[src/rtl/usc_pkg.sv]
package usc_pkg;

  // ****************************************
  // Register map
  // ****************************************
  localparam logic [7:0] ADDR_TX_FIFO_FLUSH  = 8'h4E;
  localparam logic [7:0] ADDR_SYSTEM_CONTROL = 8'h4F;
  localparam logic [7:0] ADDR_SETUP_FIRST    = 8'hD0;
  localparam logic [7:0] ADDR_SETUP_LAST     = 8'hD7;

  // ****************************************
  // Fields
  // ****************************************
  localparam int         FLUSH_EP_LSB      = 1;
  localparam int         NUM_TX_EP         = 3;
  localparam int         SOFT_RESET_BIT    = 0;
  localparam logic [3:0] OSC_STOP_PATTERN  = 4'hA;
  localparam int         REQ_DIR_BIT       = 7;
  localparam int         REQ_TYPE_MSB      = 6;
  localparam int         REQ_TYPE_LSB      = 5;
  localparam int         REQ_RECIP_MSB     = 4;
  localparam int         REQ_RECIP_LSB     = 0;
  localparam int         SETUP_BYTES       = 8;

  // ****************************************
  // Reset and read values
  // ****************************************
  localparam logic [7:0] SETUP_RESET_VALUE = 8'h00;
  localparam logic [7:0] WO_READ_VALUE     = 8'h00;
  localparam logic [7:0] UNMAPPED_VALUE    = 8'h00;

endpackage

[src/rtl/usc_tx_ep.sv]
`timescale 1ns/10ps
`default_nettype none

// One transmit endpoint: flush strobe and packet-ready flag
module usc_tx_ep (
  input  wire logic clk_i,        // Core clock
  input  wire logic rst_i,        // Combined reset, active high
  input  wire logic tx_dir_i,     // Endpoint configured to transmit
  input  wire logic flush_req_i,  // Flush bit written as one
  input  wire logic ready_set_i,  // Software sets packet ready
  input  wire logic ack_i,        // Host ACK of IN data
  output logic      flush_o,      // One-cycle FIFO flush pulse
  output logic      ready_o,      // Packet ready flag
  output logic      nak_o         // Answer IN tokens with NAK
);

  logic do_flush;

  assign do_flush = flush_req_i & tx_dir_i;

  always_ff @(posedge clk_i) begin
    if (rst_i) begin
      flush_o <= 1'b0;
    end else begin
      flush_o <= do_flush;
    end
  end

  // A set in the flush cycle survives; the later write is honoured
  always_ff @(posedge clk_i) begin
    if (rst_i) begin
      ready_o <= 1'b0;
    end else if (ready_set_i) begin
      ready_o <= 1'b1;
    end else if (do_flush || ack_i) begin
      ready_o <= 1'b0;
    end
  end

  assign nak_o = ~ready_o;

endmodule // usc_tx_ep

`default_nettype wire

[src/rtl/usc_top.sv]
`timescale 1ns/10ps
`default_nettype none

module usc_top (
  input  wire logic       CORE_CLK_I,        // 250 MHz core clock
  input  wire logic       RSTN_I,            // Hardware reset, active low
  input  wire logic       CS_N_I,            // Chip select, active low
  input  wire logic       RD_N_I,            // Read strobe, active low
  input  wire logic       WR_N_I,            // Write strobe, active low
  input  wire logic [7:0] ADDR_I,            // Register address
  input  wire logic [7:0] DATA_I,            // Data bus input
  output logic      [7:0] DATA_O,            // Data bus output
  output logic            DATA_OE_O,         // Data bus drive enable
  input  wire logic       USB_BUS_RESET_I,   // USB bus reset level
  input  wire logic       SETUP_START_I,     // Setup stage begins
  input  wire logic       SETUP_VALID_I,     // Setup byte strobe
  input  wire logic [7:0] SETUP_BYTE_I,      // Setup byte from host
  input  wire logic [3:1] EP_TX_DIR_I,       // Endpoint set to transmit
  input  wire logic [3:1] READY_SET_I,       // Set packet ready
  input  wire logic [3:1] EP_ACK_I,          // Host ACK per endpoint
  output logic      [3:1] TX_FLUSH_O,        // FIFO flush pulses
  output logic      [3:1] PACKET_READY_O,    // Packet ready flags
  output logic      [3:1] IN_NAK_O,          // NAK IN tokens
  output logic            SOFT_RESET_O,      // Device-wide reset pulse
  output logic            OSC_STOP_O,        // Oscillator stopped
  output logic            FIFO_ACCESS_EN_O,  // FIFO access serviced
  output logic            REQ_DIR_O,         // Captured direction
  output logic      [1:0] REQ_TYPE_O,        // Captured request type
  output logic      [4:0] REQ_RECIP_O        // Captured recipient
);

  // ****************************************
  // Reset and bus strobes
  // ****************************************
  logic       soft_rst;
  logic       dev_rst;
  logic       wr_n_q;
  logic       wr_pulse;
  logic       rd_act;
  logic       wr_flush;
  logic       wr_sysctl;
  logic [3:1] flush_sel;
  logic       soft_rst_cmd;
  logic       osc_stop_cmd;
  logic       cap_rst;
  logic       capture_en;
  logic [3:0] next_setup_idx;
  logic       rd_setup;
  logic [7:0] setup_bytes [usc_pkg::SETUP_BYTES];
  logic [3:0] setup_idx;
  logic [2:0] rd_idx;
  logic [7:0] next_rdata;

  assign dev_rst  = ~RSTN_I | soft_rst;
  assign rd_act   = ~CS_N_I & ~RD_N_I;
  assign wr_pulse = ~CS_N_I & ~WR_N_I & wr_n_q;
  assign wr_flush  = wr_pulse && (ADDR_I == usc_pkg::ADDR_TX_FIFO_FLUSH);
  assign wr_sysctl = wr_pulse && (ADDR_I == usc_pkg::ADDR_SYSTEM_CONTROL);

  // Edge detect so a long write strobe acts only once, except a soft-reset write: dev_rst reloads wr_n_q, so it fires again
  always_ff @(posedge CORE_CLK_I) begin
    if (dev_rst) begin
      wr_n_q <= 1'b1;
    end else begin
      wr_n_q <= WR_N_I | CS_N_I;
    end
  end

  // ****************************************
  // Write decode
  // ****************************************
  // Only these fields reach any logic; all other bits fall away
  assign flush_sel    =
    DATA_I[usc_pkg::FLUSH_EP_LSB +: usc_pkg::NUM_TX_EP];
  assign soft_rst_cmd =
    wr_sysctl & DATA_I[usc_pkg::SOFT_RESET_BIT];
  assign osc_stop_cmd =
    wr_sysctl && (DATA_I[7:4] == usc_pkg::OSC_STOP_PATTERN);

  // ****************************************
  // System control
  // ****************************************
  // Held by hardware reset only, so the pulse ends on its own
  always_ff @(posedge CORE_CLK_I) begin
    if (!RSTN_I) begin
      soft_rst <= 1'b0;
    end else begin
      soft_rst <= soft_rst_cmd;
    end
  end

  assign SOFT_RESET_O = soft_rst;

  // Standby is only reported; gating the oscillator lives outside
  // A stop command written together with the reset bit sets OSC_STOP_O for one cycle; the soft reset then clears it
  always_ff @(posedge CORE_CLK_I) begin
    if (dev_rst) begin
      OSC_STOP_O <= 1'b0;
    end else if (osc_stop_cmd) begin
      OSC_STOP_O <= 1'b1;
    end
  end

  // Register path keeps running in standby; only FIFOs are fenced off
  assign FIFO_ACCESS_EN_O = ~OSC_STOP_O;

  // ****************************************
  // Transmit endpoints 1..3
  // ****************************************
  // Flush bits of receive endpoints are dropped inside each endpoint
  for (genvar ep = 1; ep <= usc_pkg::NUM_TX_EP; ep++) begin : g_ep
    usc_tx_ep u_ep (
      .clk_i       (CORE_CLK_I),
      .rst_i       (dev_rst),
      .tx_dir_i    (EP_TX_DIR_I[ep]),
      .flush_req_i (wr_flush & flush_sel[ep]),
      .ready_set_i (READY_SET_I[ep]),
      .ack_i       (EP_ACK_I[ep]),
      .flush_o     (TX_FLUSH_O[ep]),
      .ready_o     (PACKET_READY_O[ep]),
      .nak_o       (IN_NAK_O[ep])
    );
  end

  // ****************************************
  // Setup packet capture
  // ****************************************
  // Bus reset clears the capture but leaves the endpoints alone
  assign cap_rst    = dev_rst | USB_BUS_RESET_I;
  // Bytes past the eighth are dropped until the next setup stage
  assign capture_en = SETUP_VALID_I && !SETUP_START_I &&
                      (setup_idx < 4'(usc_pkg::SETUP_BYTES));

  always_comb begin
    next_setup_idx = setup_idx;
    if (SETUP_START_I) begin
      next_setup_idx = 4'h0;
    end else if (capture_en) begin
      next_setup_idx = setup_idx + 4'h1;
    end
  end

  always_ff @(posedge CORE_CLK_I) begin
    if (cap_rst) begin
      setup_idx <= 4'h0;
    end else begin
      setup_idx <= next_setup_idx;
    end
  end

  // Bytes stored as received, byte n at D0h+n
  always_ff @(posedge CORE_CLK_I) begin
    if (cap_rst) begin
      for (int i = 0; i < usc_pkg::SETUP_BYTES; i++) begin
        setup_bytes[i] <= usc_pkg::SETUP_RESET_VALUE;
      end
    end else if (capture_en) begin
      setup_bytes[setup_idx[2:0]] <= SETUP_BYTE_I;
    end
  end

  assign REQ_DIR_O   = setup_bytes[0][usc_pkg::REQ_DIR_BIT];
  assign REQ_TYPE_O  =
    setup_bytes[0][usc_pkg::REQ_TYPE_MSB:usc_pkg::REQ_TYPE_LSB];
  assign REQ_RECIP_O =
    setup_bytes[0][usc_pkg::REQ_RECIP_MSB:usc_pkg::REQ_RECIP_LSB];

  // ****************************************
  // Read path
  // ****************************************
  assign rd_idx   = ADDR_I[2:0];
  assign rd_setup = (ADDR_I >= usc_pkg::ADDR_SETUP_FIRST) &&
                    (ADDR_I <= usc_pkg::ADDR_SETUP_LAST);

  // Write-only addresses answer a fixed value; software must not use it
  always_comb begin
    next_rdata = usc_pkg::UNMAPPED_VALUE;
    case (ADDR_I)
      usc_pkg::ADDR_TX_FIFO_FLUSH,
      usc_pkg::ADDR_SYSTEM_CONTROL: begin
        next_rdata = usc_pkg::WO_READ_VALUE;
      end
      default: begin
        if (rd_setup) begin
          next_rdata = setup_bytes[rd_idx];
        end
      end
    endcase
  end

  // Registered so read data stands a whole cycle after the address
  always_ff @(posedge CORE_CLK_I) begin
    if (dev_rst) begin
      DATA_O <= 8'h00;
    end else begin
      DATA_O <= next_rdata;
    end
  end

  // Drive enable follows the strobes directly, so the bus frees at once
  assign DATA_OE_O = rd_act;

endmodule // usc_top

`default_nettype wire

[config.mk]
export PLATFORM = sky130hd
export DESIGN_NAME = usc_top
export DESIGN_NICKNAME = d
export VERILOG_FILES = /design/src/rtl/usc_pkg.sv /design/src/rtl/usc_tx_ep.sv /design/src/rtl/usc_top.sv
export SDC_FILE = /design/constraint.sdc
export NUM_CORES = 1
export LEC_CHECK = 0
export ABC_AREA = 1
export BUFFER_PORTS_ARGS = -buffer_cell sky130_fd_sc_hd__buf_2
export CAP_MARGIN = 10
export CORE_MARGIN = 4
export CORE_UTILIZATION = 50
export CTS_CLUSTER_DIAMETER = 80
export DETAILED_ROUTE_END_ITERATION = 12
export PLACE_DENSITY = 0.79
export SYNTH_ARGS = -nofsm -noshare
export SYNTH_HDL_FRONTEND = slang
export SYNTH_SLANG_ARGS = --single-unit
[constraint.sdc]
create_clock -name CORE_CLK_I -period 1.8 [get_ports CORE_CLK_I]
set_input_delay 0.18 -clock CORE_CLK_I [delete_from_list [all_inputs] [get_ports CORE_CLK_I]]
set_output_delay 0.18 -clock CORE_CLK_I [all_outputs]
set_load 0.01 [all_outputs]
==> run_results.csv, run 1 <==
group,metric,value,unit
layout,n_antenna_cell,0,
clock_network,clkSlewWorstSetupHoldPaths,70,ps
pwr,finalPower,3.642,mW
synth,yosysSeqAreaShare,0.6080,
timing,hold_viol_final,0,
timing,setup_viol,0,
clock_network,clock_sinks,85,
global_route,globalRouteTotalUtil,0.2050,
timing,final.setup.worst_slack,149.9,ps
worst_hold_path,holdPathStages,3,
synth,yosys.area_share.simple,0.2722,
timing,fin_worst_skew,11.46,ps
synth,yosys_warnings,0,
synth,avgSynthCellArea,9.704,um^2
clock_network,clk-insertion-delay-late,360,ps
worst_setup_path,reg2reg_depth,5,
clock_network,root_buffer,"clkbuf_8",
synth,netlist.area_leader.share,0.4989,
detailed_routing,ant_nets,0,
global_route,antenna_found_initial,0,
worst_setup_path,cp.required,1830,ps
worst_setup_path,ff2ff_setup_slack,150,ps
timing,maxSlewHeadroom,0.6323,
worst_setup_path,worstReg2RegStart,"setup_idx[3]$_SDFFE_PP0P_",
worst_setup_path,endpoint_kind,"register",
die,die-width,95.78,um
global_route,grt_pass1_vias,2749,
timing,hold_slack,53.24,ps
place,hpwlAfterDp,6762,um
clock_network,cts_hold_buf,0,
layout,fin_cells,573,
timing,max_freq,0.6060,GHz
outcome,outcome,"completed",
detailed_routing,wl_per_cell,15.59,um
worst_hold_path,whs_endpoint,"SOFT_RESET_O$_SDFF_PN0_",
die,initial_core_util,0.5228,
synth,yosys.area.top_type,"edfxtp_1",
die,pin_count,70,
place,finalWeightedCongestion,0.8372,
pwr,power.density,820.2,nW/um^2
timing,fin_crit,1650,ps
synth,synthCells,397,
pwr,ir_worst_vdd,0.5397,mV
place,place_ws,118.5,ps
global_route,grt_pass1_wl,13830,um
clock_network,cts_buffer_depth,2,
synth,syn-num-nets,439,
worst_setup_path,timing.rr.end,"setup_bytes[0][4]$_SDFFCE_PN0P_",
detailed_routing,dr.first_iter.drc_count,334,
layout,fill_cells,604,
global_route,grt-ovfl-total,0,
worst_setup_path,critPathLaunchType,"register",
global_route,grt_max_degree,19,
layout,multi_input_area,1235,um^2
place,portBuffers,69,
detailed_routing,detail_route.first_pass.iterations,5,
worst_setup_path,cp.arrival,1680,ps
synth,async_flop_share,0,
synth,syn_area,3852,um^2
synth,yosys-mux-area-fraction,0,
detailed_routing,via_per_inst,5.229,
die,die-height,95.78,um
worst_setup_path,critical_path.max_fanout,9,
synth,ys.flop_type,"edfxtp_1",
timing,worst_slew_pin_slew,550.5,ps
die,core,7370,um^2
detailed_routing,drc,0,
layout,drive_above_1_share,0.2405,
clock_network,cts_tree,"yes",
synth,yosys.area_share.xor_xnor,0,
detailed_routing,dr_total_vias,2996,
detailed_routing,routed_wirelength,8932,um
clock_network,cts_resized,0,
timing,maxSlewViolCount,0,
worst_setup_path,critPathKind,"reg2reg",
synth,synth_cell_types,27,
synth,synth_area_leaders,"edfxtp_1 (50%), nor2_1 (12%), dfxtp_1 (11%), nand2_1 (6.5%), inv_1 (3.5%)",
layout,regArea,2342,um^2
layout,nets,511,
clock_network,cts_buffers,9,
worst_hold_path,hold_path_class,"in2reg",
synth,synthAdderAreaFrac,0.003248,
worst_hold_path,hp-start,"DATA_I[0]",
clock_network,post_cts_buffers,0,
timing,tns,0,ps
pwr,leakagePower,1.987,nW
synth,synth_edf_count,64,
synth,synth-seq-cells,85,
clock_network,htreeDepth,3,
synth,synth_top_family_by_area,"simple AND/OR/NAND/NOR gates",
layout,area_delta_synth_final,15.26,%
timing,rsz0062_at_grt,"no",
die,row_count,31,
place,dp.cells,557,
die,dieArea,9173,um^2
synth,synth_compound_area_frac,0.04449,
timing,min_period_over_period,0.9167,
flow_run,cap_violations,0,
## power breakdown
group / switching (mW) / internal, mW
combinational: 0.219 / 0.103
sequential: 0.0307 / 2.17
clock: 0.637 / 0.484
## how the worst max path moves through the flow
stage	depth (start not counted)	startpoint	slack, ps	to
final	5	setup_idx[3]$_SDFFE_PP0P_	150	setup_bytes[0][4]$_SDFFCE_PN0P_
after global routing	7	SOFT_RESET_O$_SDFF_PN0_	20	setup_bytes[0][5]$_SDFFCE_PN0P_
after CTS	5	setup_idx[3]$_SDFFE_PP0P_	110	setup_bytes[5][7]$_SDFFCE_PN0P_
after detailed placement	5	setup_idx[3]$_SDFFE_PP0P_	120	setup_bytes[5][4]$_SDFFCE_PN0P_
after global placement	7	SOFT_RESET_O$_SDFF_PN0_	200	setup_bytes[5][5]$_SDFFCE_PN0P_
after floorplan	7	SOFT_RESET_O$_SDFF_PN0_	200	setup_bytes[3][0]$_SDFFCE_PN0P_
## per-layer routing
metal,vias up,wire (um),share of wire,GRT usage
met5,-,0,0,0
met4,0,119,0.013,0.07346
met3,15,800,0.090,0.05082
met2,144,4426,0.50,0.3301
met1,1399,3587,0.40,0.2706
li1,1438,-,-,-
## sequential cells by signal (all words and copies together), names as in the netlist
| register | cells |
|---|---|
| setup_bytes | 64 |
| setup_idx | 4 |
| DATA_O | 8 |
| wr_n_q | 1 |
| g_ep.u_ep.ready_o | 3 |
| SOFT_RESET_O | 1 |
| OSC_STOP_O | 1 |
| g_ep.u_ep.flush_o | 3 |
## cells in the final DEF, fill, tap and decap left out, types with 2 or more instances in the layout
cell        n
o211ai_1    3
nand3_1     4
nor2_8      2
nand4_4     5
edfxtp_1   64
clkbuf_8    9
a21oi_1     6
nand4_1    15
o21ai_0    18
buf_2      69
nand2_1    66
inv_2       5
clkinv_1    2
buf_4      11
nand2_2     2
nor2_1    120
dfxtp_1    21
inv_1      36
clkinv_2    3
nor3_4      2
## worst max-delay path: stages, from the launching register on
cell and delay [ps]:
dfxtp_1 330, nor3_4 250, inv_2 150, nor2_8 160, nand4_4 150, nand2_1 280
## synth_stat cells (5+ instances only)
library cell	instances
nand4_4	5
nor2_1	120
nand4_1	15
buf_4	12
nand2_1	67
edfxtp_1	64
inv_2	5
a21oi_1	6
inv_1	36
dfxtp_1	21
buf_2	6
o21ai_0	18
## cell type report
cell class | instances | area share
inverter | 41 | 0.03466
clock inverter | 6 | 0.006762
timing repair buffer | 80 | 0.09637
tap | 99 | 0.02790
clock buffer | 10 | 0.02874
multi-input combinational | 252 | 0.2781
sequential | 85 | 0.5275
## cell families after synthesis
kind of cell	Yosys count
adders and majority gates	1
DFF	85
and+or+nand+nor	221
AOI/OAI and AO/OA	30
buffers and inverters	60
## through the flow
step                      instance area, um^2    util
after floorplan                          3852       -
after global placement                   4280  0.5808
after detailed placement                 4280  0.5808
after CTS                                4438  0.6022
after global routing                     4441  0.6025
final                                    4441  0.6025
Note: power is estimated with default switching activity, not from simulation.
==> run 2: changes to the inputs <==
--- a/config.mk
+++ b/config.mk
@@ -8,7 +8,7 @@
 export ABC_AREA = 1
 export BUFFER_PORTS_ARGS = -buffer_cell sky130_fd_sc_hd__buf_2
 export CAP_MARGIN = 10
-export CORE_MARGIN = 4
+export CORE_MARGIN = 2
 export CORE_UTILIZATION = 50
 export CTS_CLUSTER_DIAMETER = 80
 export DETAILED_ROUTE_END_ITERATION = 12
==> run 2 against run 1 <==
Compared with the run above:
- first-iteration DRC count is 6.0% lower
- sequential share of layout area is 0.54 points lower
- global-route usage is 0.50 points higher
- largest power group unchanged
- flip-flop and latch count stayed put
- setup slack worse by 53 ps
- critical path depth is 2 higher
- register-to-register slack worse by 50 ps
- sequential power hardly changed
- critical endpoint is now setup_bytes[1][1]$_SDFFCE_PN0P_
==> run_results.csv, run 2 (synthesized netlist as in run 1, its figures left out) <==
group,metric,value,unit
global_route,grt_max_degree,19,
die,die-height,91.78,um
clock_network,cts_resized,0,
worst_hold_path,whs_endpoint,"SOFT_RESET_O$_SDFF_PN0_",
die,row_count,32,
detailed_routing,detail_route.first_pass.iterations,5,
worst_setup_path,ff2ff_setup_slack,100,ps
worst_setup_path,cp.buffers_inverters,2,
layout,postLayoutCellArea,4487,um^2
global_route,antenna_found_initial,0,
detailed_routing,wl_per_cell,15.01,um
die,pin_count,70,
layout,top_register,"setup_bytes",
layout,area_delta_synth_final,16.47,%
layout,largest_register_ffs,64,
place,place_area,4284,um^2
detailed_routing,ant_nets,0,
layout,mostFrequentLayoutCells,"nor2_1 (120), buf_2 (69), nand2_1 (67)",
worst_setup_path,endpoint_kind,"register",
clock_network,cts_tree,"yes",
global_route,grt_pass1_vias,2603,
layout,largestRegisters,"setup_bytes x64, DATA_O x8, setup_idx x4",
worst_setup_path,timing.rr.end,"setup_bytes[1][1]$_SDFFCE_PN0P_",
worst_setup_path,critPathMostFrequentCell,"nor2_8",
detailed_routing,drc,0,
clock_network,clk-insertion-delay-late,360,ps
pwr,power.density,859.0,nW/um^2
die,dieArea,8423,um^2
detailed_routing,via_per_inst,5.156,
clock_network,htreeDepth,3,
layout,nets,511,
die,initial_core_util,0.5064,
layout,fill_cells,646,
timing,rsz0062_at_grt,"no",
layout,drive_above_1_share,0.2447,
layout,final_common_cell,"nor2_1",
global_route,globalRouteTotalUtil,0.2100,
detailed_routing,routed_wirelength,8644,um
timing,setup_viol,0,
die,core,7607,um^2
outcome,outcome,"completed",
worst_setup_path,critPathKind,"reg2reg",
pwr,leakagePower,2.008,nW
worst_setup_path,critPathTopFamily,"simple AND/OR/NAND/NOR gates",
worst_hold_path,hold_path_class,"in2reg",
layout,n_antenna_cell,0,
timing,max_freq,0.5873,GHz
worst_setup_path,cp.arrival,1730,ps
worst_setup_path,critPathLaunchType,"register",
timing,hold_viol_final,0,
clock_network,cts_hold_buf,0,
clock_network,clock_sinks,85,
worst_setup_path,cp_slowest_cell,"dfxtp_1",
timing,fin_crit,1703,ps
detailed_routing,dr.first_iter.drc_count,314,
place,hpwlAfterDp,6286,um
clock_network,cts_buffer_depth,2,
global_route,grt-ovfl-total,0,
detailed_routing,dr_total_vias,2970,
worst_setup_path,cp.required,1830,ps
global_route,grt_pass1_wl,13090,um
worst_setup_path,cp_slowest_stage_delay,320,ps
place,finalWeightedCongestion,0.9178,
place,portBuffers,69,
clock_network,clkSlewWorstSetupHoldPaths,90,ps
clock_network,cts_buffers,9,
worst_hold_path,hp-start,"DATA_I[0]",
clock_network,root_buffer,"clkbuf_8",
die,die-width,91.78,um
worst_setup_path,reg2reg_depth,7,
worst_setup_path,worstReg2RegStart,"SOFT_RESET_O$_SDFF_PN0_",
timing,worst_slew_pin_slew,581.7,ps
pwr,ir_worst_vdd,0.4082,mV
timing,min_period_over_period,0.9459,
worst_setup_path,critical_path.max_fanout,9,
timing,fin_worst_skew,13.54,ps
timing,maxSlewViolCount,0,
timing,tns,0,ps
flow_run,cap_violations,0,
worst_hold_path,holdPathStages,3,
timing,maxSlewHeadroom,0.6115,
clock_network,post_cts_buffers,0,
worst_setup_path,path_cells,"inv_1 > nand2_4 > nor2_8 > inv_2 > nor2_8 > nand4_4 > nand2_1",
run 2: cell count changes in the layout (fill, tap and decap cells not counted):
| cell | before | now |
|---|---|---|
| clkinv_1 | 2 | 0 |
| clkbuf_1 | 1 | 0 |
| nand2_2 | 2 | 1 |
| clkbuf_16 | 0 | 1 |
| clkinv_2 | 3 | 0 |
| nand2_1 | 66 | 67 |
| clkbuf_8 | 9 | 10 |
| inv_6 | 0 | 1 |
| inv_4 | 0 | 1 |
| clkinv_4 | 0 | 2 |
run 2: power by group:
| group | internal, mW | total (mW) | switching, mW |
|---|---|---|---|
| sequential | 2.17 | 2.19 | 0.0243 |
| combinational | 0.103 | 0.326 | 0.222 |
| clock | 0.633 | 1.34 | 0.704 |
| total | 2.90 | 3.85 | 0.951 |
run 2: worst register-to-register path: stages, from the launching register on:
cell,delay [ps]
dfxtp_1,320
inv_1,100
nand2_4,120
nor2_8,110
inv_2,80
nor2_8,160
nand4_4,160
nand2_1,320
run 2: how the worst max path moves through the flow:
stage / startpoint / to / slack, ps / cells past startpoint
floorplan: SOFT_RESET_O$_SDFF_PN0_ / setup_bytes[3][0]$_SDFFCE_PN0P_ / 200 / 7
CTS: SOFT_RESET_O$_SDFF_PN0_ / setup_bytes[1][1]$_SDFFCE_PN0P_ / 100 / 7
detailed placement: SOFT_RESET_O$_SDFF_PN0_ / setup_bytes[1][2]$_SDFFCE_PN0P_ / 110 / 7
global placement: SOFT_RESET_O$_SDFF_PN0_ / setup_bytes[1][4]$_SDFFCE_PN0P_ / 210 / 7
global route: SOFT_RESET_O$_SDFF_PN0_ / setup_bytes[1][1]$_SDFFCE_PN0P_ / 6 / 7
finish: SOFT_RESET_O$_SDFF_PN0_ / setup_bytes[1][1]$_SDFFCE_PN0P_ / 100 / 7
run 2: cell type report:
cell class | instances | area (um^2) | share of cell area
clock buffers | 11 | 162.7 | 0.03625
flip-flops and latches | 85 | 2342 | 0.5220
clock inverters | 5 | 40.04 | 0.008924
inverters | 41 | 153.9 | 0.03430
well taps | 102 | 127.6 | 0.02844
multi-input cells | 252 | 1232 | 0.2747
repair buffers | 80 | 427.9 | 0.09537
run 2: stage by stage:
stage | utilization | setup slack, ps | power [mW] | hold WS, ps | std cells
3_5_place_dp | 0.5632 | 112.4 | 2.559 | 418.4 | 560
4_1_cts | 0.5898 | 95.58 | 3.870 | 28.37 | 576
2_1_floorplan | - | 200.5 | 2.431 | 271.6 | 397
5_1_grt | 0.5898 | 5.705 | 3.988 | 27.07 | 576
6_report | 0.5898 | 97.36 | 3.854 | 33.36 | 576
3_3_place_gp | 0.5632 | 211.6 | 2.550 | 403.0 | 560
run 2: layer usage:
layer,up-vias,routed length [um],global-route usage
met1,1386,3522,0.2720
met4,0,210,0.08582
met5,-,0,0
li1,1443,-,-
met3,16,665,0.04519
met2,125,4245,0.3450
